## config.mk

```make
export PLATFORM = sky130hd
export DESIGN_NAME = udcc_top
export DESIGN_NICKNAME = d
export VERILOG_FILES = /design/src/core/udcc_pkg.sv /design/src/core/udcc_top.sv
export SDC_FILE = /design/constraint.sdc
export NUM_CORES = 1
export LEC_CHECK = 0
export BUFFER_PORTS_ARGS = -buffer_cell sky130_fd_sc_hd__buf_2
export CORE_ASPECT_RATIO = 0.8
export CORE_MARGIN = 2
export CORE_UTILIZATION = 25
export CTS_CLUSTER_DIAMETER = 80
export DETAILED_ROUTE_END_ITERATION = 6
export SLEW_MARGIN = 10
export SYNTH_ARGS = -nofsm -noshare
export SYNTH_HDL_FRONTEND = slang
export SYNTH_SLANG_ARGS = --single-unit
```

## constraint.sdc

```tcl
create_clock -name clk_in -period 2.53 [get_ports clk_in]
set_input_delay 0.1265 -clock clk_in [delete_from_list [all_inputs] [get_ports clk_in]]
set_output_delay 0.1265 -clock clk_in [all_outputs]
set_load 0.01 [all_outputs]
```

## src/core/udcc_pkg.sv

```systemverilog
// Package of constants and types for the USB device config control block
package udcc_pkg;
   // Register map (byte addresses)
   localparam logic [7:0] UDCC_CFG0_OFF = 8'h00;  // usb_device_config_0
   localparam logic [7:0] UDCC_STAT_OFF = 8'h04;  // Live status word
   // Field positions in usb_device_config_0
   localparam int UDCC_SPEED_LSB = 13;
   localparam int UDCC_OVLP_BIT = 12;
   localparam int UDCC_U2X_BIT = 11;
   localparam int UDCC_TXRST_BIT = 10;
   localparam int UDCC_RXRST_BIT = 9;
   localparam int UDCC_SLP_BIT = 8;
   localparam int UDCC_BIR_BIT = 6;
   // Speed encodings
   localparam logic [2:0] UDCC_SPD_SS = 3'h4;
   localparam logic [2:0] UDCC_SPD_HS = 3'h0;
   localparam logic [2:0] UDCC_SPD_FS = 3'h1;
   // Reset values
   localparam logic [2:0] UDCC_SPEED_RST = 3'h4;
   localparam logic UDCC_OVLP_RST = 1'h0;
   localparam logic UDCC_U2X_RST = 1'h0;
   localparam logic UDCC_SLP_RST = 1'h1;
   localparam logic UDCC_BIR_RST = 1'h0;
   // LFPS filter times and cycle counts at 100 MHz
   localparam int UDCC_CLK_MHZ = 100;
   localparam int UDCC_SHORT_NS = 248;
   localparam int UDCC_LONG_US = 8;
   localparam int UDCC_SHORT_CYC = (UDCC_SHORT_NS * UDCC_CLK_MHZ + 999) / 1000;
   localparam int UDCC_LONG_CYC = UDCC_LONG_US * UDCC_CLK_MHZ;
   localparam int UDCC_CNT_W = 10;
   // Cycles a bulk pipe reset is held
   localparam logic [1:0] UDCC_PRST_CYC = 2'h2;
   // Exit handshake states
   typedef enum logic [3:0] {
      UDCC_X_IDLE = 4'h1,
      UDCC_X_FILT = 4'h2,
      UDCC_X_OVLP = 4'h4,
      UDCC_X_DONE = 4'h8
   } udcc_exit_type;
endpackage

```

## src/core/udcc_top.sv

```systemverilog
// USB device config register with LFPS exit logic and bulk pipe resets
`timescale 1ns/1ps
`default_nettype none
// How it works
// - Speed field 15:13 selects connect speed
// - Overlap check on: wait remote LFPS/TS
// - Overlap check off: finish exit immediately
// - Short U2 exit: 248ns LFPS suffices
// - Otherwise U2 exit needs 8us LFPS
// - Bit 10 write one resets bulk-in
// - Bit 9 write one resets bulk-out
// - Bit 8 gates L1 sleep/suspend
// - Empty FIFO IN token: ZLP or NAK
// - Overlap/U2 bits restore image on resets
// - Sleep enable restores image on resets
module udcc_top
   import udcc_pkg::*;
(
   // Clock and reset
   input wire logic clk_in,
   input wire logic arst_n_in,
   // AXI4-Lite write address / data / response
   input wire logic [7:0] s_axi_awaddr_in,
   input wire logic s_axi_awvalid_in,
   output logic s_axi_awready_out,
   input wire logic [31:0] s_axi_wdata_in,
   input wire logic [3:0] s_axi_wstrb_in,
   input wire logic s_axi_wvalid_in,
   output logic s_axi_wready_out,
   output logic [1:0] s_axi_bresp_out,
   output logic s_axi_bvalid_out,
   input wire logic s_axi_bready_in,
   // AXI4-Lite read
   input wire logic [7:0] s_axi_araddr_in,
   input wire logic s_axi_arvalid_in,
   output logic s_axi_arready_out,
   output logic [31:0] s_axi_rdata_out,
   output logic [1:0] s_axi_rresp_out,
   output logic s_axi_rvalid_out,
   input wire logic s_axi_rready_in,
   // Image values loaded from nonvolatile config, and reset events
   input wire logic img_ovlp_in,
   input wire logic img_u2x_in,
   input wire logic img_slp_in,
   input wire logic usb_reset_in,
   input wire logic lite_reset_request_in,
   // Link side (same clock domain)
   input wire logic lfps_in,
   input wire logic in_u2_in,
   input wire logic exit_start_in,
   input wire logic remote_seen_in,
   input wire logic in_l1_in,
   input wire logic in_token_in,
   input wire logic rx_fifo_empty_in,
   // Outputs to link, PHY and pipes
   output logic [2:0] connect_speed_select_out,
   output logic u2_exit_det_out,
   output logic exit_done_out,
   output logic phy_sleep_out,
   output logic bulk_in_transmitter_rst_out,
   output logic bulk_out_receiver_rst_out,
   output logic reply_zlp_out,
   output logic reply_nak_out
);

   ////////////////////////////////////////////////////////////////////////
   // State
   typedef struct packed {
      logic [2:0] speed;
      logic ovlp;
      logic u2x;
      logic slp;
      logic empty_in_reply_select;
      logic [1:0] txcnt;       // Bulk-in reset hold counter
      logic [1:0] rxcnt;       // Bulk-out reset hold counter
      logic aw_got;
      logic [7:0] awaddr;
      logic w_got;
      logic [31:0] wdata;
      logic [3:0] wstrb;
      logic bvalid;
      logic [1:0] bresp;
      logic rvalid;
      logic [31:0] rdata;
      logic [1:0] rresp;
      logic [UDCC_CNT_W-1:0] lfps_cnt;
      logic u2det;
      udcc_exit_type xst;
      logic zlp;
      logic nak;
      logic sleep;
   } udcc_state_type;

   udcc_state_type st_ff;
   udcc_state_type nxt_st;
   logic [UDCC_CNT_W-1:0] filt_len; // Active LFPS filter length
   logic [31:0] cfg_word;           // Readback of the config register
   logic [31:0] stat_word;          // Readback of live status

   ////////////////////////////////////////////////////////////////////////
   // Readback words; reserved bits read as zero
   always_comb begin
      cfg_word = 32'h0;
      cfg_word[UDCC_SPEED_LSB +: 3] = st_ff.speed;
      cfg_word[UDCC_OVLP_BIT] = st_ff.ovlp;
      cfg_word[UDCC_U2X_BIT] = st_ff.u2x;
      cfg_word[UDCC_TXRST_BIT] = (st_ff.txcnt != 2'h0);
      cfg_word[UDCC_RXRST_BIT] = (st_ff.rxcnt != 2'h0);
      cfg_word[UDCC_SLP_BIT] = st_ff.slp;
      cfg_word[UDCC_BIR_BIT] = st_ff.empty_in_reply_select;
      stat_word = {28'h0, st_ff.sleep, (st_ff.xst == UDCC_X_DONE),
                   (st_ff.xst == UDCC_X_OVLP), st_ff.u2det};
      // Filter length follows the short U2 exit bit
      filt_len = st_ff.u2x ? UDCC_CNT_W'(UDCC_SHORT_CYC)
                           : UDCC_CNT_W'(UDCC_LONG_CYC);
   end

   ////////////////////////////////////////////////////////////////////////
   // Next state
   always_comb begin
      nxt_st = st_ff;
      // Pipe reset counters count down to zero by themselves
      if (st_ff.txcnt != 2'h0) begin
         nxt_st.txcnt = st_ff.txcnt - 2'h1;
      end
      if (st_ff.rxcnt != 2'h0) begin
         nxt_st.rxcnt = st_ff.rxcnt - 2'h1;
      end
      // Capture write address and data in either order
      if (s_axi_awvalid_in && s_axi_awready_out) begin
         nxt_st.aw_got = 1'b1;
         nxt_st.awaddr = s_axi_awaddr_in;
      end
      if (s_axi_wvalid_in && s_axi_wready_out) begin
         nxt_st.w_got = 1'b1;
         nxt_st.wdata = s_axi_wdata_in;
         nxt_st.wstrb = s_axi_wstrb_in;
      end
      // Perform the write once both halves are held
      if (st_ff.aw_got && st_ff.w_got && !st_ff.bvalid) begin
         nxt_st.bvalid = 1'b1;
         nxt_st.aw_got = 1'b0;
         nxt_st.w_got = 1'b0;
         nxt_st.bresp = 2'h0;
         if (st_ff.awaddr[7:2] == UDCC_CFG0_OFF[7:2]) begin
            if (st_ff.wstrb[1]) begin
               nxt_st.speed = st_ff.wdata[UDCC_SPEED_LSB +: 3];
               nxt_st.ovlp = st_ff.wdata[UDCC_OVLP_BIT];
               nxt_st.u2x = st_ff.wdata[UDCC_U2X_BIT];
               nxt_st.slp = st_ff.wdata[UDCC_SLP_BIT];
               if (st_ff.wdata[UDCC_TXRST_BIT]) begin
                  nxt_st.txcnt = UDCC_PRST_CYC;
               end
               if (st_ff.wdata[UDCC_RXRST_BIT]) begin
                  nxt_st.rxcnt = UDCC_PRST_CYC;
               end
            end
            if (st_ff.wstrb[0]) begin
               nxt_st.empty_in_reply_select = st_ff.wdata[UDCC_BIR_BIT];
            end
         end else if (st_ff.awaddr[7:2] != UDCC_STAT_OFF[7:2]) begin
            nxt_st.bresp = 2'h2; // Unmapped: SLVERR
         end
      end
      if (st_ff.bvalid && s_axi_bready_in) begin
         nxt_st.bvalid = 1'b0;
      end
      // Read: answer one cycle after the address is taken
      if (s_axi_arvalid_in && s_axi_arready_out) begin
         nxt_st.rvalid = 1'b1;
         nxt_st.rresp = 2'h0;
         if (s_axi_araddr_in[7:2] == UDCC_CFG0_OFF[7:2]) begin
            nxt_st.rdata = cfg_word;
         end else if (s_axi_araddr_in[7:2] == UDCC_STAT_OFF[7:2]) begin
            nxt_st.rdata = stat_word;
         end else begin
            nxt_st.rdata = 32'h0;
            nxt_st.rresp = 2'h2;
         end
      end else if (st_ff.rvalid && s_axi_rready_in) begin
         nxt_st.rvalid = 1'b0;
      end
      // LFPS duration filter for U2 exit
      nxt_st.u2det = 1'b0;
      if (!lfps_in || !in_u2_in) begin
         nxt_st.lfps_cnt = '0;
      end else if (st_ff.lfps_cnt != filt_len) begin
         nxt_st.lfps_cnt = st_ff.lfps_cnt + UDCC_CNT_W'(1);
         // Glitches shorter than the filter never reach the detect
         nxt_st.u2det = (st_ff.lfps_cnt + UDCC_CNT_W'(1) == filt_len);
      end
      // Remote exit handshake
      case (st_ff.xst)
         UDCC_X_IDLE: begin
            if (exit_start_in) begin
               nxt_st.xst = st_ff.ovlp ? UDCC_X_OVLP : UDCC_X_DONE;
            end
         end
         UDCC_X_OVLP: begin
            // Guards against an LFPS glitch starting a false exit
            if (remote_seen_in) begin
               nxt_st.xst = UDCC_X_DONE;
            end
         end
         UDCC_X_DONE: begin
            nxt_st.xst = UDCC_X_IDLE;
         end
         default: begin
            nxt_st.xst = UDCC_X_IDLE;
         end
      endcase
      // Token reply and sleep output, registered
      nxt_st.zlp = in_token_in && rx_fifo_empty_in && !st_ff.empty_in_reply_select;
      nxt_st.nak = in_token_in && rx_fifo_empty_in && st_ff.empty_in_reply_select;
      nxt_st.sleep = in_l1_in && st_ff.slp;
      // USB or lite reset restores the image; a write in that cycle loses
      if (usb_reset_in || lite_reset_request_in) begin
         nxt_st.ovlp = img_ovlp_in;
         nxt_st.u2x = img_u2x_in;
         nxt_st.slp = img_slp_in;
      end
   end

   ////////////////////////////////////////////////////////////////////////
   // State register
   always_ff @(posedge clk_in or negedge arst_n_in) begin
      if (!arst_n_in) begin
         st_ff <= '0;
         st_ff.speed <= UDCC_SPEED_RST;
         st_ff.ovlp <= UDCC_OVLP_RST;
         st_ff.u2x <= UDCC_U2X_RST;
         st_ff.slp <= UDCC_SLP_RST;
         st_ff.empty_in_reply_select <= UDCC_BIR_RST;
         st_ff.xst <= UDCC_X_IDLE;
      end else begin
         st_ff <= nxt_st;
      end
   end

   ////////////////////////////////////////////////////////////////////////
   // Outputs
   assign s_axi_awready_out = !st_ff.aw_got;
   assign s_axi_wready_out = !st_ff.w_got;
   assign s_axi_bvalid_out = st_ff.bvalid;
   assign s_axi_bresp_out = st_ff.bresp;
   assign s_axi_arready_out = !st_ff.rvalid;
   assign s_axi_rvalid_out = st_ff.rvalid;
   assign s_axi_rdata_out = st_ff.rdata;
   assign s_axi_rresp_out = st_ff.rresp;
   assign connect_speed_select_out = st_ff.speed;
   assign u2_exit_det_out = st_ff.u2det;
   assign exit_done_out = (st_ff.xst == UDCC_X_DONE);
   assign phy_sleep_out = st_ff.sleep;
   assign bulk_in_transmitter_rst_out = (st_ff.txcnt != 2'h0);
   assign bulk_out_receiver_rst_out = (st_ff.rxcnt != 2'h0);
   assign reply_zlp_out = st_ff.zlp;
   assign reply_nak_out = st_ff.nak;
endmodule
`default_nettype wire

```

==> run metrics, run 1 <==
status=finished, final reports clean; RSZ-0062 raised after global routing=no; Final Hold Fails=0; Die Ht=103 microns; CP max FO=6; All-Layer GR Usage=0.0985; syn avg cell area=between 10 and 15 sq um; crit path DAT=2.45 ns; HP Start=rx_fifo_empty_in; initial antenna violation count=0; main flop type after synthesis=dfrtp_1; critical path startpoint=st_ff[8]; # DRC=0; FILL cells=~1300; core area=12100 sq um; dominant cells by area after synthesis=dfrtp_1 (50%), buf_4 (9.8%), mux2_2 (7.7%); H-tree depth=3; largest area contributor in the netlist=dfrtp_1; clock buffers created by TritonCTS=9; Worst setup EP type=flip-flop; Max Slew Vio Count=0; Post-synth EDFFs=0; io pins=122; maximum vdd drop=~0.29 mV; DPL Wire Length=about 4700 microns; Root Driver=clkbuf_16; largest net degree at the start of global routing=34; CP startpoint kind=flip-flop; Remaining Overflow, GRT=0; clock sink count=64; Layout Skew=~0.0066 ns; worst path required time=~2.7 ns; Area Overhead vs Synth=23.7%; Mapped Cells=between 200 and 300; Critical R2R Launch=st_ff[8]; area share of the largest cell type after synthesis=0.498; Setup-failing EPs final=0; final worst-path cycle share=0.886; nets=just over 400; vias in the first global route=~2000; Post-Syn Area=about 3000 sq um; FMAX=approximately 450 MHz; Via density=around 4.2; die width=roughly 130 microns; Std-Cell Rows=36; Initial Util=0.254; share of post-route cells with drive strength above 1=0.355; Unique masters post-synth=between 40 and 50; Worst Tran Pin Value=0.753 ns; port buffer count=a little over 70; most common cell in the netlist=dfrtp_1; # diodes=0; dpl cell area=between 3000 and 4000 sq um; Routed Antenna Nets=0; Syn. warnings=0; Clock Latency Late Sink=approximately 0.32 ns; Die ar.=between 10000 and 15000 sq um; 1st-pass router iterations=4; Synth top cells by count=dfrtp_1 (61), buf_4 (40), mux2_2 (21), nor2_1 (21), nand2_1 (19); number of DRC markers in iteration 0=about 100; worst setup path class=reg2reg; static leakage=roughly 1.8 nW; Non-Filler Instances=between 400 and 500; Yosys reg bits=64; global-route wire length before repair=9990 microns; placed cells=between 400 and 500; vias post-DR=2101; CTS tree=yes; Final WS setup=between 0.2 and 0.3 ns; Post-Place Setup Slack=about 0.29 ns; post-synthesis sequential area ratio=0.523; total wire length=between 6000 and 7000 microns; final worst path period need=2.24 ns; DR WL/cell=12.6 microns; CTS clk-pin slew, worst paths=roughly 0.06 ns; GPL Wtd Cong=0.779; CTS max path bufs=2; FFs w/ async S/R, synth=1.00; Slew HR=0.498; PostCTS Resize Cnt=0; PD cells=909 nW/um^2; worst min path class=in2reg; max-cap viol count=0; design area=roughly 3800 sq um; Fin Setup TNS=0 ns
[area by class of cell]
cell class                      instances  area, sq um  share of cell area
Timing Repair Buffer                   79          438               0.115
Sequential cell                        64         1610               0.423
Clock buffer                            9          225              0.0594
Inverter                                7         26.3             0.00693
Clock inverter                          7          144              0.0379
Tap cell                              152          190              0.0501
Multi-Input combinational cell        178         1160               0.307
[power breakdown]
group	internal (mW)	total (mW)	switching [mW]
Clock	1.06	1.51	0.447
Combinational	0.291	0.541	0.250
Sequential	1.26	1.40	0.135
[worst paths after layout]
kind / endpoint / slack [ns] / depth (start not counted)
max reg2reg: u2_exit_det_out / 0.29 / 6
min: reply_zlp_out / 0.02 / 3
min in group asynchronous: s_axi_rdata_out[10] / 0.41 / 2
max in group asynchronous: st_ff[3] / 1.42 / 3
min reg2reg: reply_zlp_out / 0.46 / 1
max: u2_exit_det_out / 0.29 / 6
[what timing repair did]
item | in CTS | in global routing
setup buffers | 0 | 0
hold endpoints to repair | 33 | 0
hold buffers | 4 | 0
[registers in the layout, summed over array words and instances (netlist names)]
signal	cells
cfg_word	4
connect_speed_select_out	3
phy_sleep_out	1
reply_nak_out	1
reply_zlp_out	1
s_axi_bresp_out	1
s_axi_bvalid_out	1
s_axi_rdata_out	13
s_axi_rresp_out	1
s_axi_rvalid_out	1
st_ff	36
u2_exit_det_out	1
[worst max-delay path, cell delays in order (launching register included)]
cell       delay [ns]
dfrtp_1          0.44
ha_1             0.31
and3_2           0.27
and3_1           0.18
xnor2_1          0.16
or4b_4           0.50
a2111oi_2        0.29
[placed cells by master, fill, tap and decap left out, types with 2 or more instances in the layout]
master	Yosys	layout
buf_2	3	71
nand2_1	19	19
and3_1	6	6
clkbuf_16	0	9
a21oi_1	4	4
nand2b_1	3	3
nor2_1	21	21
and3b_1	2	2
xor2_1	2	2
nor3_1	4	4
or2_2	3	3
o22ai_1	2	2
nand3b_1	3	3
dlygate4sd3_1	0	4
xnor2_1	9	9
dfrtp_1	61	61
nand4_1	3	3
o21ai_0	8	8
a22o_1	12	12
bufinv_16	0	4
nor2b_1	5	5
mux2i_1	3	3
a31oi_1	3	3
clkinvlp_4	0	2
mux2_2	21	21
o21a_1	2	2
conb_1	1	21
buf_4	40	3
inv_1	7	7
dfstp_2	3	3
nand3_1	5	5
[stage by stage]
stage	utilization	power, mW	hold WS, ns
after floorplan	-	1.81	-0.169
after CTS	0.314	3.51	0.00736
after global placement	0.280	1.93	0.223
after detailed placement	0.280	1.97	0.235
final	0.314	3.45	0.0188
after global routing	0.314	3.62	0.00937
[routing by layer]
| metal | wire length (microns) | up-vias | part of all wire | GRT usage |
|---|---|---|---|---|
| met3 | 382 | 2 | 0.061 | 0.0384 |
| met4 | 24 | 0 | 0.0038 | 0.0279 |
| met2 | 2830 | 64 | 0.45 | 0.156 |
| met1 | 3030 | 1015 | 0.48 | 0.126 |
| met5 | 0 | - | 0 | 0 |
| li1 | - | 1020 | - | - |
[kinds of logic after synthesis]
family                   Yosys count  share of synthesized area
AND/OR/NAND/NOR                   84                      0.144
AO/OA/AOI/OAI                     37                     0.0873
adder cells (fa/ha/maj)            1                    0.00408
buffers and inverters             56                      0.122
flip-flops                        64                      0.523
other                              1                    0.00122
XOR/XNOR                          11                     0.0314
multiplexers                      24                     0.0869
Note: power is estimated with default switching activity, not from simulation.
==> inputs of run 2 (changes only) <==
- clock period: 2.53 -> 2.8 ns (I/O delays scaled with it)
==> run metrics, run 2 (same netlist as run 1, synthesis figures left out) <==
crit path cell chain=ha_1 -> and3_2 -> and3_1 -> xnor2_1 -> or4b_4 -> a2111oi_2; maximum vdd drop=0.375 mV (+27%); status=finished, final reports clean; Remaining Overflow, GRT=0 (unchanged); Comb pwr share=0.169 (+0.012); commonest non-fill, non-tap cells in the layout=buf_2 (71), dfrtp_1 (61), nor2_1 (21), mux2_2 (21), conb_1 (21); Root Driver=clkbuf_16; Seq pwr share=0.443 (+0.038); switching share of total power=0.268 (+0.0264); number of DRC markers in iteration 0=88 (-15%); Highest Signal Layer=met4; DR WL met3=421 microns (+10%); final worst path period need=2.22 ns (-0.0183 ns); Die ar.=13200 sq um (unchanged); port buffer count=71 (unchanged); Worst Tran Pin Value=0.644 ns (-0.108 ns); Std-Cell Rows=36 (unchanged); clock sink count=64 (unchanged); Worst setup EP type=flip-flop; GPL Wtd Cong=0.807 (+3.6%); CTS clk-pin slew, worst paths=0.06 ns (about the same); nets=410 (-0.24%); FMAX=450 MHz (+0.82%); Critical Path Max Stage Delay=0.50 ns (about the same); DR WL/cell=12.5 microns (-1.4%); Clk pwr share=0.388 (-0.050); clock buffers created by TritonCTS=9 (unchanged); max-cap viol count=0 (unchanged); Initial Util=0.254 (unchanged); initial antenna violation count=0 (unchanged); Die Ht=103 microns (unchanged); Routed Antenna Nets=0 (unchanged); CP max FO=6 (unchanged); switching power=763 uW (-8.3%); largest net degree at the start of global routing=34 (unchanged); CTS max path bufs=2 (unchanged); Fin Setup TNS=0 ns (unchanged); # DRC=0 (unchanged); Layout Skew=0.00520 ns (-0.00144 ns); crit path DAT=2.44 ns (about the same); CP startpoint kind=flip-flop; CTS tree=yes; global-route wire length before repair=10000 microns (about the same); Routed met2 length=2670 microns (-5.7%); PD cells=770 nW/um^2 (-15%); Setup-failing EPs final=0 (unchanged); total wire length=6170 microns (-1.6%); critical path buffer and inverter count=0 (unchanged); Area Overhead vs Synth=20.6%; DPL Wire Length=4550 microns (-3.3%); max FFs per register=36 (unchanged); All-Layer GR Usage=0.0989 (+0.000472); Clock Latency Late Sink=0.33 ns (about the same); final worst-path cycle share=0.794 (-0.0920); vias post-DR=2099 (-0.095%); critical path's top delay family=simple AND/OR/NAND/NOR gates; Internal Power=2.09 mW (-20%); vias in the first global route=1993 (-2.7%); worst path required time=3.02 ns (+0.28 ns); RSZ-0062 raised after global routing=no; Largest Register=st_ff; Max Slew Vio Count=0 (unchanged); # diodes=0 (unchanged); Final Hold Fails=0 (unchanged); PostCTS Resize Cnt=0 (unchanged); worst min path class=in2reg; 1st-pass router iterations=4 (unchanged); core area=12100 sq um (unchanged); post-CTS setup buffer count=0 (unchanged); Critical-path top delay cell=or4b_4; Via density=4.24 (+0.11%); Final Util=0.306 (-0.00777); static leakage=1.79 nW (-2.1%); H-tree depth=3 (unchanged); worst setup path class=reg2reg; met1 WL=3010 microns (-0.83%); share of post-route cells with drive strength above 1=0.356 (+0.00103); io pins=122 (unchanged); commonest non-fill, non-tap cell in the layout=buf_2; die width=128 microns (unchanged); Slew HR=0.570 (+0.0723)
## run 2: cell types whose count changed in the layout (fill, tap and decap cells not counted), sizes merged
cell,change
clkinv,+3
dlygate4sd3,-1
bufinv,-3
## run 2: layout make-up
type                    count  area (sq um)
clock buffers               9           225
clock inverters             7          72.6
fillers                  1260          8370
inverters                   7          26.3
multi-input cells         178          1160
flip-flops and latches     64          1610
well taps                 152           190
repair buffers             78           415
## run 2: what timing repair did
item	CTS	global route
setup endpoints to repair	0	0
hold buffers	3	0
endpoints found under the hold margin	63	0
## run 2: stage by stage
| step | instance area (sq um) | setup slack, ns | total power [mW] | instances | hold slack [ns] |
|---|---|---|---|---|---|
| 2_1_floorplan | 3140 | 0.716 | 1.63 | 298 | -0.156 |
| 3_3_place_gp | 3370 | 0.599 | 1.74 | 476 | 0.192 |
| 3_5_place_dp | 3370 | 0.585 | 1.77 | 476 | 0.194 |
| 4_1_cts | 3700 | 0.574 | 2.90 | 495 | 0.00999 |
| 5_1_grt | 3700 | 0.454 | 3.01 | 495 | 0.0234 |
| 6_report | 3700 | 0.577 | 2.85 | 495 | 0.0237 |
## run 2: path summary, 6_finish.rpt
check | from | end | slack (ns) | cells past startpoint
min in group asynchronous | arst_n_in | s_axi_rdata_out[10] | 0.38 | 3
max reg2reg | st_ff[8] | u2_exit_det_out | 0.58 | 6
min reg2reg | cfg_word[6] | reply_zlp_out | 0.48 | 1
max | st_ff[8] | u2_exit_det_out | 0.58 | 6
min | img_ovlp_in | cfg_word[12] | 0.02 | 3
max in group asynchronous | arst_n_in | st_ff[3] | 2.07 | 3
## run 2: power groups by stage
stage	logic, mW	registers, mW	clock network, mW
finish	0.481	1.26	1.11
global route	0.534	1.29	1.18
CTS	0.493	1.27	1.14
detailed placement	0.488	1.28	0
global placement	0.475	1.27	0
floorplan	0.382	1.25	0
## run 2: tightest hold or removal path: stages
cell	delay [ns]
buf_2	0.07
nand2_1	0.03
o21ai_0	0.06
## run 2: per-layer routing
metal  vias up  track usage
met5         -            0
met4         0       0.0304
met3         7       0.0431
met2        63        0.151
met1      1011        0.128
li1       1018            -
